**src/hw/extint_regs.svh**
```systemverilog
// Register map, field positions and timing counts of the external interrupt conditioner
`ifndef EXTINT_REGS_SVH
`define EXTINT_REGS_SVH

`define EXTINT_ADDR_W 12
`define EXTINT_ADDR_CTL1 12'hfd8
`define EXTINT_ADDR_CTL2 12'hfd9
`define EXTINT_ADDR_CTL3 12'hfda
`define EXTINT_ADDR_CTL4 12'hfdb
`define EXTINT_ADDR_GATE 12'hfd6
`define EXTINT_NC_LSB 0
`define EXTINT_ES_LSB 2
`define EXTINT_LVL_BIT 4
`define EXTINT_GATE_BIT 0
`define EXTINT_CTL_RESET 4'h0
`define EXTINT_LF_DIV_LAST 2'h3
`define EXTINT_DIV4_LAST 2'h3
`define EXTINT_DIV8_LAST 3'h7
`define EXTINT_DIV16_LAST 4'hf
`define EXTINT_NEED_TWO 2'h1
`define EXTINT_NEED_THREE 2'h2
`define EXTINT_CNT_MAX 2'h3

`endif

```
**src/hw/extint_pkg.sv**
```systemverilog
// Types shared by the external interrupt conditioner
package extint_pkg;
    typedef enum logic [2:0] {
        high_speed_run,
        high_speed_idle,
        low_speed_run,
        low_speed_sleep,
        halted_mode
    } op_mode_t;

    typedef enum logic [1:0] {
        trig_rise,
        trig_fall,
        trig_both,
        trig_high
    } trig_t;
endpackage

```
**src/hw/external_interrupt_conditioner.sv**
```systemverilog
// External interrupt conditioner: six pin filters, trigger detection and control registers
//
// Operation
// - Read-only level bit holds filtered level at request
// - Level bit refreshed on every new request
// - Source four triggers on rise, fall, both, high
// - Trigger codes: rise, fall, both, high level
// - Low-speed modes sample at slow clock over four
// - Fast modes, sources one-four: divider 1/4/8/16, three equal samples
// - Low-speed modes: two equal samples accept level
// - Control register bits seven to five read zero
// - Sources one to four have selectable trigger, filter
// - Sources zero and five: falling edge, fixed filter
// - Fast modes, sources zero/five: two-cycle acceptance
// - Fast modes, sources one-four: three-sample acceptance
// - Low-speed modes: every source uses slow filter
// - Clock gate low stops sampling, edge detection and requests; registers stay accessible
// - Reset clears the clock gate bit
//
// Decided for this implementation: the plain strobed port.
`timescale 1ns/1ns
`include "extint_regs.svh"
module external_interrupt_conditioner
(
    input wire logic clk,
    input wire logic reset,
    input wire logic [`EXTINT_ADDR_W-1:0] reg_addr,
    input wire logic [7:0] reg_wdata,
    input wire logic reg_wr,
    input wire logic reg_rd,
    output logic [7:0] reg_rdata,
    input wire extint_pkg::op_mode_t op_mode,
    input wire logic low_freq_clock,
    input wire logic ext_source_zero,
    input wire logic ext_pin1,
    input wire logic ext_pin2,
    input wire logic ext_pin3,
    input wire logic ext_pin4,
    input wire logic ext_source_five,
    input wire logic master_irq_enable,
    input wire logic source0_enable_flag,
    input wire logic source1_enable_flag,
    input wire logic source2_enable_flag,
    input wire logic source3_enable_flag,
    input wire logic source4_enable_flag,
    input wire logic source5_enable_flag,
    output logic [5:0] irq_request
);
    import extint_pkg::*;

    logic extint_clock_gate_ff;
    logic [3:0] ctl_ff [1:4];
    logic [4:1] lvl_ff;
    logic [3:0] gdiv_ff;
    logic [1:0] lfdiv_ff;
    logic [5:0] prev_ff;
    logic [5:0] irq_ff;
    logic [7:0] rdata_ff;
    logic [7:0] nxt_rdata;
    logic [5:0] pins;
    logic [5:0] src_en;
    logic [5:0] filt;
    logic [5:0] tick;
    logic [5:0] raw_req;
    logic high_speed;
    logic run;
    logic lf_tick4;

    assign pins = {ext_source_five, ext_pin4, ext_pin3, ext_pin2, ext_pin1, ext_source_zero};
    assign src_en = {source5_enable_flag, source4_enable_flag, source3_enable_flag,
                     source2_enable_flag, source1_enable_flag, source0_enable_flag};

    // Mode decode; halted modes stop sampling entirely
    assign high_speed = (op_mode == high_speed_run) || (op_mode == high_speed_idle);
    assign run = extint_clock_gate_ff && (op_mode != halted_mode);
    assign lf_tick4 = low_freq_clock && (lfdiv_ff == `EXTINT_LF_DIV_LAST);

    // Gear clock divider for the selectable sample intervals
    always_ff @(posedge clk)
    begin
        if (reset)
            gdiv_ff <= 4'h0;
        else if (run && high_speed)
            gdiv_ff <= gdiv_ff + 4'h1;
    end

    // Slow clock arrives as an enable pulse; divide it by four
    always_ff @(posedge clk)
    begin
        if (reset)
            lfdiv_ff <= 2'h0;
        else if (run && !high_speed && low_freq_clock)
            lfdiv_ff <= lfdiv_ff + 2'h1;
    end

    // Gate bit: reset leaves external interrupts unavailable
    always_ff @(posedge clk)
    begin
        if (reset)
            extint_clock_gate_ff <= 1'b0;
        else if (reg_wr && reg_addr == `EXTINT_ADDR_GATE)
            extint_clock_gate_ff <= reg_wdata[`EXTINT_GATE_BIT];
    end

    genvar i;
    generate
        for (i = 0; i < 6; i++)
        begin : g_src
            logic rise;
            logic fall;
            logic nc_tick;
            trig_t es;

            if (i == 0 || i == 5)
            begin : g_fixed
                // Fixed sources sample every gear clock, falling edge only
                assign es = trig_fall;
                assign nc_tick = 1'b1;
            end
            else
            begin : g_sel
                // Selectable sample interval from the control register
                assign es = trig_t'(ctl_ff[i][`EXTINT_ES_LSB +: 2]);
                always_comb
                begin
                    unique case (ctl_ff[i][`EXTINT_NC_LSB +: 2])
                        2'h0: nc_tick = 1'b1;
                        2'h1: nc_tick = gdiv_ff[1:0] == `EXTINT_DIV4_LAST;
                        2'h2: nc_tick = gdiv_ff[2:0] == `EXTINT_DIV8_LAST;
                        2'h3: nc_tick = gdiv_ff == `EXTINT_DIV16_LAST;
                    endcase
                end

                // Control register write and captured level
                always_ff @(posedge clk)
                begin
                    if (reset)
                        ctl_ff[i] <= `EXTINT_CTL_RESET;
                    else if (reg_wr && reg_addr == `EXTINT_ADDR_CTL1 + 12'(i - 1))
                        ctl_ff[i] <= reg_wdata[3:0];
                end

                always_ff @(posedge clk)
                begin
                    if (reset)
                        lvl_ff[i] <= 1'b0;
                    else if (raw_req[i])
                        lvl_ff[i] <= filt[i];
                end
            end

            // Slow modes override the selected interval
            assign tick[i] = high_speed ? nc_tick : lf_tick4;

            noise_filter u_filter
            (
                .clk(clk),
                .reset(reset),
                .run(run),
                .pin(pins[i]),
                .tick(tick[i]),
                .need_three(high_speed && i != 0 && i != 5),
                .level_ff(filt[i])
            );

            // Trigger detection; high level only exists on source four
            assign rise = filt[i] && !prev_ff[i];
            assign fall = !filt[i] && prev_ff[i];
            always_comb
            begin
                unique case (es)
                    trig_rise: raw_req[i] = run && rise;
                    trig_fall: raw_req[i] = run && fall;
                    trig_both: raw_req[i] = run && (rise || fall);
                    trig_high: raw_req[i] = run && (i == 4) && filt[i];
                endcase
            end
        end
    endgenerate

    // Edge history only advances while the logic is clocked
    always_ff @(posedge clk)
    begin
        if (reset)
            prev_ff <= 6'h00;
        else if (run)
            prev_ff <= filt;
    end

    // Forward requests through the enables
    always_ff @(posedge clk)
    begin
        if (reset)
            irq_ff <= 6'h00;
        else
            irq_ff <= raw_req & src_en & {6{master_irq_enable}};
    end
    assign irq_request = irq_ff;

    // Read decode; unmapped addresses read zero
    always_comb
    begin
        nxt_rdata = 8'h00;
        unique case (reg_addr)
            `EXTINT_ADDR_CTL1: nxt_rdata = {3'h0, lvl_ff[1], ctl_ff[1]};
            `EXTINT_ADDR_CTL2: nxt_rdata = {3'h0, lvl_ff[2], ctl_ff[2]};
            `EXTINT_ADDR_CTL3: nxt_rdata = {3'h0, lvl_ff[3], ctl_ff[3]};
            `EXTINT_ADDR_CTL4: nxt_rdata = {3'h0, lvl_ff[4], ctl_ff[4]};
            `EXTINT_ADDR_GATE: nxt_rdata = {7'h00, extint_clock_gate_ff};
            default: nxt_rdata = 8'h00;
        endcase
    end

    // Read data valid only in the cycle after the strobe
    always_ff @(posedge clk)
    begin
        if (reset)
            rdata_ff <= 8'h00;
        else if (reg_rd)
            rdata_ff <= nxt_rdata;
        else
            rdata_ff <= 8'h00;
    end
    assign reg_rdata = rdata_ff;
endmodule

```
**src/hw/noise_filter.sv**
```systemverilog
// Sampling noise canceller for one interrupt pin
`timescale 1ns/1ns
`include "extint_regs.svh"
module noise_filter
(
    input wire logic clk,
    input wire logic reset,
    input wire logic run,
    input wire logic pin,
    input wire logic tick,
    input wire logic need_three,
    output logic level_ff
);
    logic last_ff;
    logic [1:0] cnt_ff;
    logic [1:0] nxt_cnt;
    logic accept;

    // Count repeats of the same sample level, saturating
    always_comb
    begin
        if (pin == last_ff)
            nxt_cnt = (cnt_ff == `EXTINT_CNT_MAX) ? cnt_ff : cnt_ff + 2'h1;
        else
            nxt_cnt = 2'h0;
        accept = nxt_cnt >= (need_three ? `EXTINT_NEED_THREE : `EXTINT_NEED_TWO);
    end

    // Frozen while run is low, as if its clock had stopped
    always_ff @(posedge clk)
    begin
        if (reset)
        begin
            last_ff <= 1'b0;
            cnt_ff <= 2'h0;
        end
        else if (run && tick)
        begin
            last_ff <= pin;
            cnt_ff <= nxt_cnt;
        end
    end

    // Level passes only after enough equal samples
    always_ff @(posedge clk)
    begin
        if (reset)
            level_ff <= 1'b0;
        else if (run && tick && accept)
            level_ff <= pin;
    end
endmodule

```
**config.mk**
```make
export PLATFORM = sky130hd
export DESIGN_NAME = external_interrupt_conditioner
export DESIGN_NICKNAME = d
export VERILOG_FILES = /design/src/hw/extint_pkg.sv /design/src/hw/external_interrupt_conditioner.sv /design/src/hw/noise_filter.sv
export VERILOG_INCLUDE_DIRS = /design/src /design/src/hw
export SDC_FILE = /design/constraint.sdc
export NUM_CORES = 1
export LEC_CHECK = 0
export BUFFER_PORTS_ARGS = -buffer_cell sky130_fd_sc_hd__buf_2
export CORE_MARGIN = 1.5
export CORE_UTILIZATION = 61
export DETAILED_ROUTE_END_ITERATION = 6
export GPL_TIMING_DRIVEN = 0
export HOLD_SLACK_MARGIN = 0.1
export PLACE_DENSITY_LB_ADDON = 0.3
export SLEW_MARGIN = 20
export SYNTH_ARGS = -nofsm -noshare
export SYNTH_HDL_FRONTEND = slang
export SYNTH_SLANG_ARGS = --single-unit
```
**constraint.sdc**
```tcl
create_clock -name clk -period 4.1 [get_ports clk]
set_input_delay 0.615 -clock clk [delete_from_list [all_inputs] [get_ports clk]]
set_output_delay 0.615 -clock clk [all_outputs]
set_load 0.05 [all_outputs]
```
# Word level (Yosys, flattened, before mapping)
# Memories as Yosys holds them, arrays and structs flattened.
# Cells that the tools add are included.
dict set report totals {
  reg_bits 55
  latch_bits 0
  mem_bits_rw 16
  rom_bits 0
  inputBits 41
  elab_cells 214
  mem_count 1
}
dict set report op_classes {
  addsub 8
  mul 0
  n_div 0
  n_lt_le_gt_ge 6
  eq_ne 47
  shift 0
  muxes 45
  n_bitwise 7
  reduce_logical 72
}
# name words word_bits rd rd_clocked_by_memory_dff write_ports line
set mem_list {}
lappend mem_list {ctl_ff 4 4 4 0 4 external_interrupt_conditioner.sv:52} ;# logic [3:0] ctl_ff [1:4];
# op n
set ops {}
lappend ops {{12-bit equality test (second input constant)} 5}
lappend ops {{2-bit equality test (second input constant)} 24}
lappend ops {{1-bit logical AND} 46}
lappend ops {{1-bit case mux with 4 select lines} 8}
lappend ops {{2-bit 2-to-1 mux} 13}
lappend ops {{5-bit case mux with 5 select lines} 1}
lappend ops {{1-bit 2-to-1 mux} 19}
lappend ops {{2-bit by 1-bit equality test with 1-bit output (second input constant)} 8}
lappend ops {{2-bit zero test} 8}
lappend ops {{4-bit 2-to-1 mux} 4}
lappend ops {{2-bit by 1-bit adder with 2-bit output (second input constant)} 7}
lappend ops {{6-bit AND} 2}
lappend ops {{1-bit zero test} 11}
lappend ops {{2-bit greater-or-equal comparator} 4}
lappend ops {{1-bit equality test} 6}
lappend ops {{1-bit logical OR} 5}
lappend ops {{4-bit by 1-bit adder with 4-bit output (second input constant)} 1}
lappend ops {{4-bit equality test (second input constant)} 1}
lappend ops {{2-bit by 1-bit greater-or-equal comparator with 1-bit output (second input constant)} 2}
lappend ops {{1-bit OR} 4}
lappend ops {{3-bit by 1-bit equality test with 1-bit output (second input constant)} 1}
lappend ops {{3-bit equality test (second input constant)} 1}
lappend ops {{3-bit zero test} 1}
lappend ops {{3-bit inequality test (second input constant)} 1}
lappend ops {{other kinds (2)} 2}

# Logic depth before layout (Yosys ltp)
# Gate-level depths: netlist of run 1.
dict set report depth {
  word_depth 7
  depth_mapped 7
}

# By module
# From an unflattened synthesis of run 1, not the netlist that was laid out.
dict set report hier_totals {
  hier_cells 415
  area_unflattened_um2 3868.7
}
# mod instances cells_per_inst area_each_um2 seq_area_each_um2
set modules_own_cells {}
lappend modules_own_cells {external_interrupt_conditioner 1 253 2449.8 1041.0}
lappend modules_own_cells {noise_filter 6 27 236.5 80.1}

# Worst setup path before layout of run 1
# Ideal clock, no wire load.
dict set report synth_path {
  path_type {input port to flip-flop}
  startpoint {in reg_addr[1]}
  endpoint {reg ctl_ff[0][16] (netlist name)}
  setup_time_ns 0.361
  arrival_time_ns 1.754
  slack_ns 1.985
  cell_stages 4
  path_buffers 2
  cell_sequence {clkbuf_1 buf_1 nand3_1 o21ai_0}
}
# item line
set synth_lines {}
lappend synth_lines {{start, declared} external_interrupt_conditioner.sv:27} ;# input wire logic [`EXTINT_ADDR_W-1:0] reg_addr,

==> impl_table.tex, run 1 <==
\begin{tabular}{lr}
\hline
Metric & Value \\
\hline
\multicolumn{2}{l}{\textbf{Power and ir drop}} \\
\quad Pint & 0.000980 W \\
\quad Worst vdd ir & 230 uV \\
\quad Sw Pwr & roughly 0.00033 W \\
\quad Switching fraction of total power & 25.5\% \\
\quad Share of total power in sequential cells & about half \\
\quad Power share of the combinational group & 8.4\% \\
\quad Standby leakage power & 1.69 nW \\
\quad Power density over cell area & 316 nW/um2 \\
\quad Clock network fraction of total power & 41.1\% \\
\multicolumn{2}{l}{\textbf{Placed design}} \\
\quad Dpl cells & 492 \\
\quad Final weighted congestion in routability-driven placement & between 0.8 and 0.9 \\
\quad Detail Placement HPWL & about 6000 um \\
\quad I/O Buffers & 45 \\
\multicolumn{2}{l}{\textbf{Global routing}} \\
\quad Global-route wire length before repair & around 13000 um \\
\quad All-layer global routing usage & 27.1\% \\
\quad Global route overflow & 0 \\
\quad Antenna violations before repair & 0 \\
\quad Number of global-route vias before repair & 2862 \\
\quad Maximum number of pins on one net before global-route repair & 13 \\
\multicolumn{2}{l}{\textbf{Floorplanning}} \\
\quad Die height & between 80 and 90 um \\
\quad Initial Utilization & approximately 65\% \\
\quad Die width & 80.3 um \\
\quad Area of the die & around 6400 um2 \\
\quad Core area & between 5000 and 6000 um2 \\
\quad Top Ports & between 50 and 60 \\
\quad Number of standard-cell rows in the floorplan & 27 \\
\multicolumn{2}{l}{\textbf{Cells and area}} \\
\quad Synthesis-to-finish area growth & 14.3\% \\
\quad Fraction of final layout cells sized beyond drive strength 1 & between 10\% and 20\% \\
\quad Number of inserted diodes & 0 \\
\quad Total of fill cells in the finished design & between 300 and 400 \\
\quad Finished Layout Cells & slightly above 500 \\
\quad Most frequent cells in the layout & 48 x sky130\_fd\_sc\_hd\_\_buf\_2, 48 x sky130\_fd\_sc\_hd\_\_dfxtp\_1, 34 x sky130\_fd\_sc\_hd\_\_nor2\_1, 30 x sky130\_fd\_sc\_hd\_\_nand2\_1, 28 x sky130\_fd\_sc\_hd\_\_ha\_1 \\
\quad Post-layout net count & 500 \\
\multicolumn{2}{l}{\textbf{STA}} \\
\quad Slew at the pin closest to its max-slew limit & 900 ps \\
\quad Post-route minimum period & 2300 ps \\
\quad Post-route fraction of the period consumed by the critical path & around 56\% \\
\quad Worst clock skew & 7.50 ps \\
\quad Accumulated negative setup slack & 0 ps \\
\quad Final hold violation count & 0 \\
\quad Worst-case headroom to the max-slew limit & around 40\% \\
\quad Max Slew Vio Count & 0 \\
\quad Unrepaired setup endpoints after global routing & false \\
\quad Finish-stage setup viols & 0 \\
\quad Fmax & 435 MHz \\
\multicolumn{2}{l}{\textbf{Yosys}} \\
\quad Sequential element share of the synthesized area & 39.6\% \\
\quad Yosys warns & 0 \\
\quad \#FFs+latches synth & 64 \\
\quad Count of distinct cell types in the synthesized netlist & between 50 and 60 \\
\quad Area of the mapped netlist & $\sim$3600 um2 \\
\quad Commonest register cell after synthesis & sky130\_fd\_sc\_hd\_\_dfxtp\_1 \\
\quad Post-Syn Area per Cell & 9.76 um2 \\
\quad Cells after Synth & approximately 370 \\
\quad Number of flops mapped to enable cells by yosys & 16 \\
\quad Ys async rst share & 0\% \\
\multicolumn{2}{l}{\textbf{Setup path}} \\
\quad Arrival time of data at the critical path endpoint & between 2000 and 2500 ps \\
\quad Critical Path Start Type & input pin \\
\quad Critical Path Sink & ctl\_ff[0][18] \\
\quad Capturing point of the worst reg2reg path & lvl\_ff[2] \\
\quad Crit Path Class & input pin to flop \\
\quad Length in cells of the worst reg-to-reg path & 6 \\
\quad Endpoint required time on the critical path & roughly 4000 ps \\
\quad R2r setup slk & $\sim$2000 ps \\
\quad Worst-path maximum fanout & 10 \\
\quad Critical Path End Type & flop \\
\quad R2R Path Start & ctl\_ff[0][10] \\
\quad Critical path origin & reg\_addr[1] \\
\multicolumn{2}{l}{\textbf{Detailed routing}} \\
\quad Wire length reported by the detailed router & a little over 8000 um \\
\quad DRC violation count after routing & 0 \\
\quad Average vias per placed instance & between 5 and 6 \\
\quad Wirelength per Cell & 15.9 um \\
\quad Vias after detailed routing & between 3000 and 4000 \\
\quad Iteration-0 DRC count of the detailed router & 190 \\
\quad Count of nets left with antenna violations after detail routing & 0 \\
\quad Number of iterations in the first detailed-routing pass & 5 \\
\multicolumn{2}{l}{\textbf{Clock network}} \\
\quad TritonCTS clock tree & built \\
\quad TritonCTS Buffers & 9 \\
\quad Worst-path clk slew & 70 ps \\
\quad Worst-skew pair later-pin latency & 350 ps \\
\quad Count of hold buffers inserted by post-cts repair & 0 \\
\quad Number of buffers on the longest clock path & 2 \\
\quad Clock root buffer & sky130\_fd\_sc\_hd\_\_clkbuf\_8 \\
\quad Post-cts resize count & 0 \\
\quad Clock sink count & 64 \\
\quad Total setup buffers inserted after CTS & 0 \\
\quad Total number of H-tree levels & 3 \\
\multicolumn{2}{l}{\textbf{Worst hold path}} \\
\quad Class of the most critical hold timing path & flop to flop \\
\quad Hold path startpoint & prev\_ff[5] \\
\multicolumn{2}{l}{\textbf{Flow run}} \\
\quad Count of max-cap constraint violations & 0 \\
\multicolumn{2}{l}{\textbf{Run status}} \\
\quad Status & complete, no violations \\
\hline
\end{tabular}
[power groups by stage]
| stage | registers [W] | logic (W) | clock network (W) |
|---|---|---|---|
| detailed placement | 0.000678 | 0.000108 | 0 |
| global route | 0.000665 | 0.000122 | 0.000574 |
| global placement | 0.000677 | 0.000105 | 0 |
| floorplan | 0.000675 | 0.0000713 | 0 |
| finish | 0.000664 | 0.000111 | 0.000540 |
| CTS | 0.000663 | 0.000110 | 0.000544 |
[synthesized netlist by cell type (all sizes together) (3+ instances only)]
cell | count | area, um2
dfxtp | 48 | 961
nor2 | 38 | 153
nand2 | 30 | 113
ha | 28 | 350
inv | 25 | 93.8
edfxtp | 16 | 480
a21oi | 14 | 70.1
nand2b | 14 | 87.6
mux2i | 11 | 110
buf | 10 | 63.8
clkbuf | 10 | 37.5
nor2b | 10 | 62.6
a21o | 8 | 60.1
nand3 | 8 | 40.0
nand4 | 7 | 43.8
o41ai | 7 | 61.3
nor4 | 6 | 37.5
o211ai | 6 | 45.0
xor2 | 6 | 52.6
a311oi | 5 | 114
mux4 | 5 | 113
nor3b | 5 | 37.5
or4b | 5 | 50.1
o21ai | 4 | 20.0
o31ai | 4 | 45.1
or3b | 4 | 35.0
a31oi | 3 | 18.8
nand3b | 3 | 22.5
o311ai | 3 | 26.3
[flip-flops by register name, summed over array words and instances, names as in the netlist]
signal and count:
reg_rdata 5, g_src.u_filter.level_ff 6, irq_request 6, lvl_ff 4
ctl_ff 16, extint_clock_gate_ff 1, g_src.u_filter.last_ff 6, g_src.u_filter.cnt_ff 8
prev_ff 6, gdiv_ff 4, lfdiv_ff 2
[per-stage QoR]
step	instance area, um2	util, %	setup slack [ps]	power [W]	hold WS (ps)
global placement	3960	70.3	1620	0.000782	421
global route	4160	73.7	1730	0.00136	467
CTS	4160	73.7	1850	0.00132	431
detailed placement	3960	70.3	1490	0.000785	427
floorplan	3650	-	1980	0.000746	414
finish	4160	73.7	1800	0.00131	434
[cell type report]
type	instances	area, um2	share of cell area, %
Clock inverter	7	72.6	1.74
Multi-Input combinational cell	266	2010	48.4
Timing Repair Buffer	45	225	5.41
Clock buffer	9	124	2.98
Inverter	25	93.8	2.26
Sequential cell	64	1440	34.6
Tap cell	72	90.1	2.17
Buffer	20	101	2.44
[worst min path at each step]
stage                     slack [ps]             end  depth (start not counted)
after floorplan                  410  irq_request[0]                          2
after global placement           420  irq_request[5]                          2
after detailed placement         430  irq_request[0]                          2
after CTS                        430  irq_request[5]                          2
after global routing             470  irq_request[0]                          2
final                            430  irq_request[5]                          2
[kinds of logic after synthesis]
| kind of cell | Yosys count | synth area share (%) |
|---|---|---|
| buffers and inverters | 45 | 5.36 |
| AO/OA/AOI/OAI | 70 | 16.5 |
| AND/OR/NAND/NOR | 143 | 21.3 |
| flip-flops | 64 | 39.6 |
| XOR/XNOR | 6 | 1.44 |
| adder cells (fa/ha/maj) | 28 | 9.62 |
| other | 1 | 0.103 |
| multiplexers | 16 | 6.12 |
[critical path: stages]
cell	delay, ps
sky130_fd_sc_hd__clkbuf_1	340
sky130_fd_sc_hd__buf_1	400
sky130_fd_sc_hd__nand3_1	300
sky130_fd_sc_hd__o21ai_0	620
[routing by layer]
metal	track usage (%)	routed length (um)	part of all wire, %
met1	34.9	3480	43
met2	44.8	3940	49
met3	4.66	493	6.1
met4	11.6	157	1.9
met5	0	0	0
Note: power is estimated with default switching activity, not from simulation.
==> run 2, diff against run 1 <==
Settings changed: CORE_UTILIZATION 61 to 51.
Clock period 4.1 ns to 2 ns, I/O delays scaled along.
==> run 2 against run 1 <==
Effect of this change:
- register-to-register slack lost 2100 ps
- via count shrank 0.59%
- critical path depth grew 1
- flip-flop and latch count is the same
- non-clock buffer count grew 5
- utilization shrank 11 points
- largest power group unchanged
==> impl_table.tex, run 2 (same netlist as run 1, synthesis figures left out) <==
\begin{tabular}{lr}
\hline
Metric & Value \\
\hline
\multicolumn{2}{l}{\textbf{STA}} \\
\quad Post-route minimum period & around 2000 ps \\
\quad Unrepaired setup endpoints after global routing & true \\
\quad Post-route fraction of the period consumed by the critical path & around 100\% \\
\quad Max Slew Vio Count & 0 \\
\quad Worst clock skew & 7.21 ps \\
\quad Slew at the pin closest to its max-slew limit & around 680 ps \\
\quad Worst-case headroom to the max-slew limit & 54.1\% \\
\quad Final hold violation count & 0 \\
\quad Final setup margin & approximately 1.7 ps \\
\quad Fmax & between 500 and 600 MHz \\
\quad Worst Hold Margin & between 150 and 200 ps \\
\quad Finish-stage setup viols & 0 \\
\multicolumn{2}{l}{\textbf{Cells and area}} \\
\quad Synthesis-to-finish area growth & 17.1\% \\
\quad Fraction of final layout cells sized beyond drive strength 1 & between 20\% and 30\% \\
\quad Number of inserted diodes & 0 \\
\quad Total of fill cells in the finished design & 570 \\
\quad Post-layout net count & 505 \\
\quad Largest registers & ctl\_ff: 16 flops, g\_src.u\_filter.cnt\_ff: 8 flops \\
\quad Post-route cell area & between 4000 and 5000 um2 \\
\quad Register bank with the most flops & ctl\_ff \\
\quad Flip-flop count of the largest register after layout & 16 \\
\quad Most frequent cells in the layout & 48 x sky130\_fd\_sc\_hd\_\_buf\_2, 48 x sky130\_fd\_sc\_hd\_\_dfxtp\_1, 34 x sky130\_fd\_sc\_hd\_\_nor2\_1, 30 x sky130\_fd\_sc\_hd\_\_nand2\_1, 27 x sky130\_fd\_sc\_hd\_\_ha\_1 \\
\multicolumn{2}{l}{\textbf{Detailed routing}} \\
\quad Wire length reported by the detailed router & $\sim$8300 um \\
\quad Iteration-0 DRC count of the detailed router & approximately 180 \\
\quad Vias after detailed routing & between 3000 and 4000 \\
\quad Count of nets left with antenna violations after detail routing & 0 \\
\quad Average vias per placed instance & 5.61 \\
\quad Number of iterations in the first detailed-routing pass & 4 \\
\quad DRC violation count after routing & 0 \\
\quad Wirelength per Cell & 15.4 um \\
\multicolumn{2}{l}{\textbf{Placed design}} \\
\quad Detail Placement HPWL & between 6000 and 7000 um \\
\quad Post-Place Cell Area & about 4000 um2 \\
\quad Final weighted congestion in routability-driven placement & approximately 0.84 \\
\quad Worst-case setup slack after placement & -253 ps \\
\quad I/O Buffers & 45 \\
\multicolumn{2}{l}{\textbf{Clock network}} \\
\quad Clock root buffer & sky130\_fd\_sc\_hd\_\_clkbuf\_8 \\
\quad Total number of H-tree levels & 3 \\
\quad Worst-skew pair later-pin latency & $\sim$340 ps \\
\quad TritonCTS Buffers & 9 \\
\quad Worst-path clk slew & roughly 70 ps \\
\quad Number of buffers on the longest clock path & 2 \\
\quad TritonCTS clock tree & built \\
\quad Clock sink count & between 60 and 70 \\
\multicolumn{2}{l}{\textbf{Global routing}} \\
\quad Number of global-route vias before repair & roughly 2800 \\
\quad Antenna violations before repair & 0 \\
\quad Global-route wire length before repair & 13100 um \\
\quad Global route overflow & 0 \\
\quad All-layer global routing usage & between 20 and 25\% \\
\quad Maximum number of pins on one net before global-route repair & 11 \\
\multicolumn{2}{l}{\textbf{Floorplanning}} \\
\quad Number of standard-cell rows in the floorplan & 30 \\
\quad Top Ports & between 50 and 60 \\
\quad Initial Utilization & a little over half \\
\quad Die height & 87.5 um \\
\quad Area of the die & about 7700 um2 \\
\quad Die width & 87.5 um \\
\quad Core area & about 6800 um2 \\
\multicolumn{2}{l}{\textbf{Power and ir drop}} \\
\quad Total power of the final layout & $\sim$0.0027 W \\
\quad Worst vdd ir & 309 uV \\
\quad Power density over cell area & around 630 nW/um2 \\
\quad Standby leakage power & about 1.7 nW \\
\multicolumn{2}{l}{\textbf{Run status}} \\
\quad Status & complete, no violations \\
\multicolumn{2}{l}{\textbf{Setup path}} \\
\quad CP Buf/Inv Count & 0 \\
\quad Critical Path End Type & flop \\
\quad Slowest cell on the critical path & sky130\_fd\_sc\_hd\_\_or4b\_4 \\
\quad R2r setup slk & around 1.7 ps \\
\quad CP Cell Sequence & ha\_1 -> nor2b\_4 -> or3b\_1 -> or4b\_4 -> a21oi\_2 \\
\quad Critical Path Start Type & flop \\
\quad Crit Path Class & flop to flop \\
\quad Arrival time of data at the critical path endpoint & $\sim$2300 ps \\
\quad Crit path largest cell delay & $\sim$530 ps \\
\quad Endpoint required time on the critical path & between 2000 and 2500 ps \\
\quad Cell type group with the largest total delay on the critical path & simple AND/OR/NAND/NOR gates \\
\quad Worst-path maximum fanout & 3 \\
\multicolumn{2}{l}{\textbf{Flow run}} \\
\quad Count of max-cap constraint violations & 0 \\
\multicolumn{2}{l}{\textbf{Worst hold path}} \\
\quad Class of the most critical hold timing path & input pin to flop \\
\hline
\end{tabular}
==> run 2: changes by cell type in the layout (fill, tap and decap cells not counted), sizes merged <==
cell and change:
buf +5, clkbuf +2, clkinvlp -2
==> run 2: cell type report <==
class / instances / area (um2) / share of cell area, %
Buffer: 20 / 103 / 2.41
Clock inverter: 5 / 46.3 / 1.09
Clock buffer: 11 / 141 / 3.31
Tap cell: 96 / 120 / 2.82
Inverter: 25 / 93.8 / 2.20
Sequential cell: 64 / 1440 / 33.8
Timing Repair Buffer: 50 / 263 / 6.16
Multi-Input combinational cell: 266 / 2060 / 48.2
==> run 2: through the flow <==
stage,utilization [%],setup TNS [ps],std cells
5_1_grt,62.4,-47.2,537
6_report,62.4,0,537
4_1_cts,61.6,0,536
3_3_place_gp,58.5,-2020,516
2_1_floorplan,-,0,375
3_5_place_dp,58.5,-3360,516
==> run 2: worst paths after layout <==
kind | start | endpoint | depth (start not counted)
setup / recovery | ctl_ff[0][15] | lvl_ff[3] | 5
hold reg to reg | prev_ff[5] | irq_request[5] | 2
setup reg to reg | ctl_ff[0][15] | lvl_ff[3] | 5
hold / removal | source1_enable_flag | irq_request[1] | 3
==> run 2: repair_timing <==
| item | 4_1_cts | 5_1_grt |
|---|---|---|
| hold buffers | 0 | 0 |
| gates cloned | 0 | 0 |
| pin swaps | 0 | 4 |
| resized for setup | 0 | 13 |
| setup buffers | 4 | 1 |
| endpoints found under the setup margin | 2 | 19 |
==> run 2: per-layer routing <==
metal	vias up	wire [um]	global-route usage [%]
met3	12	452	3.79
met5	-	0	0
met2	91	3930	37.5
met1	1424	3760	29.5
li1	1486	-	-
met4	0	138	10.2
==> run 2: worst min-delay path: stages <==
cell and delay [ps]:
sky130_fd_sc_hd__buf_2 90, sky130_fd_sc_hd__inv_1 40, sky130_fd_sc_hd__nor3b_1 40
==> run 2: power by group <==
group | total [W] | switching [W] | internal (W)
Sequential | 0.00136 | 0.0000182 | 0.00134
Combinational | 0.000247 | 0.000141 | 0.000105
Clock | 0.00109 | 0.000496 | 0.000596
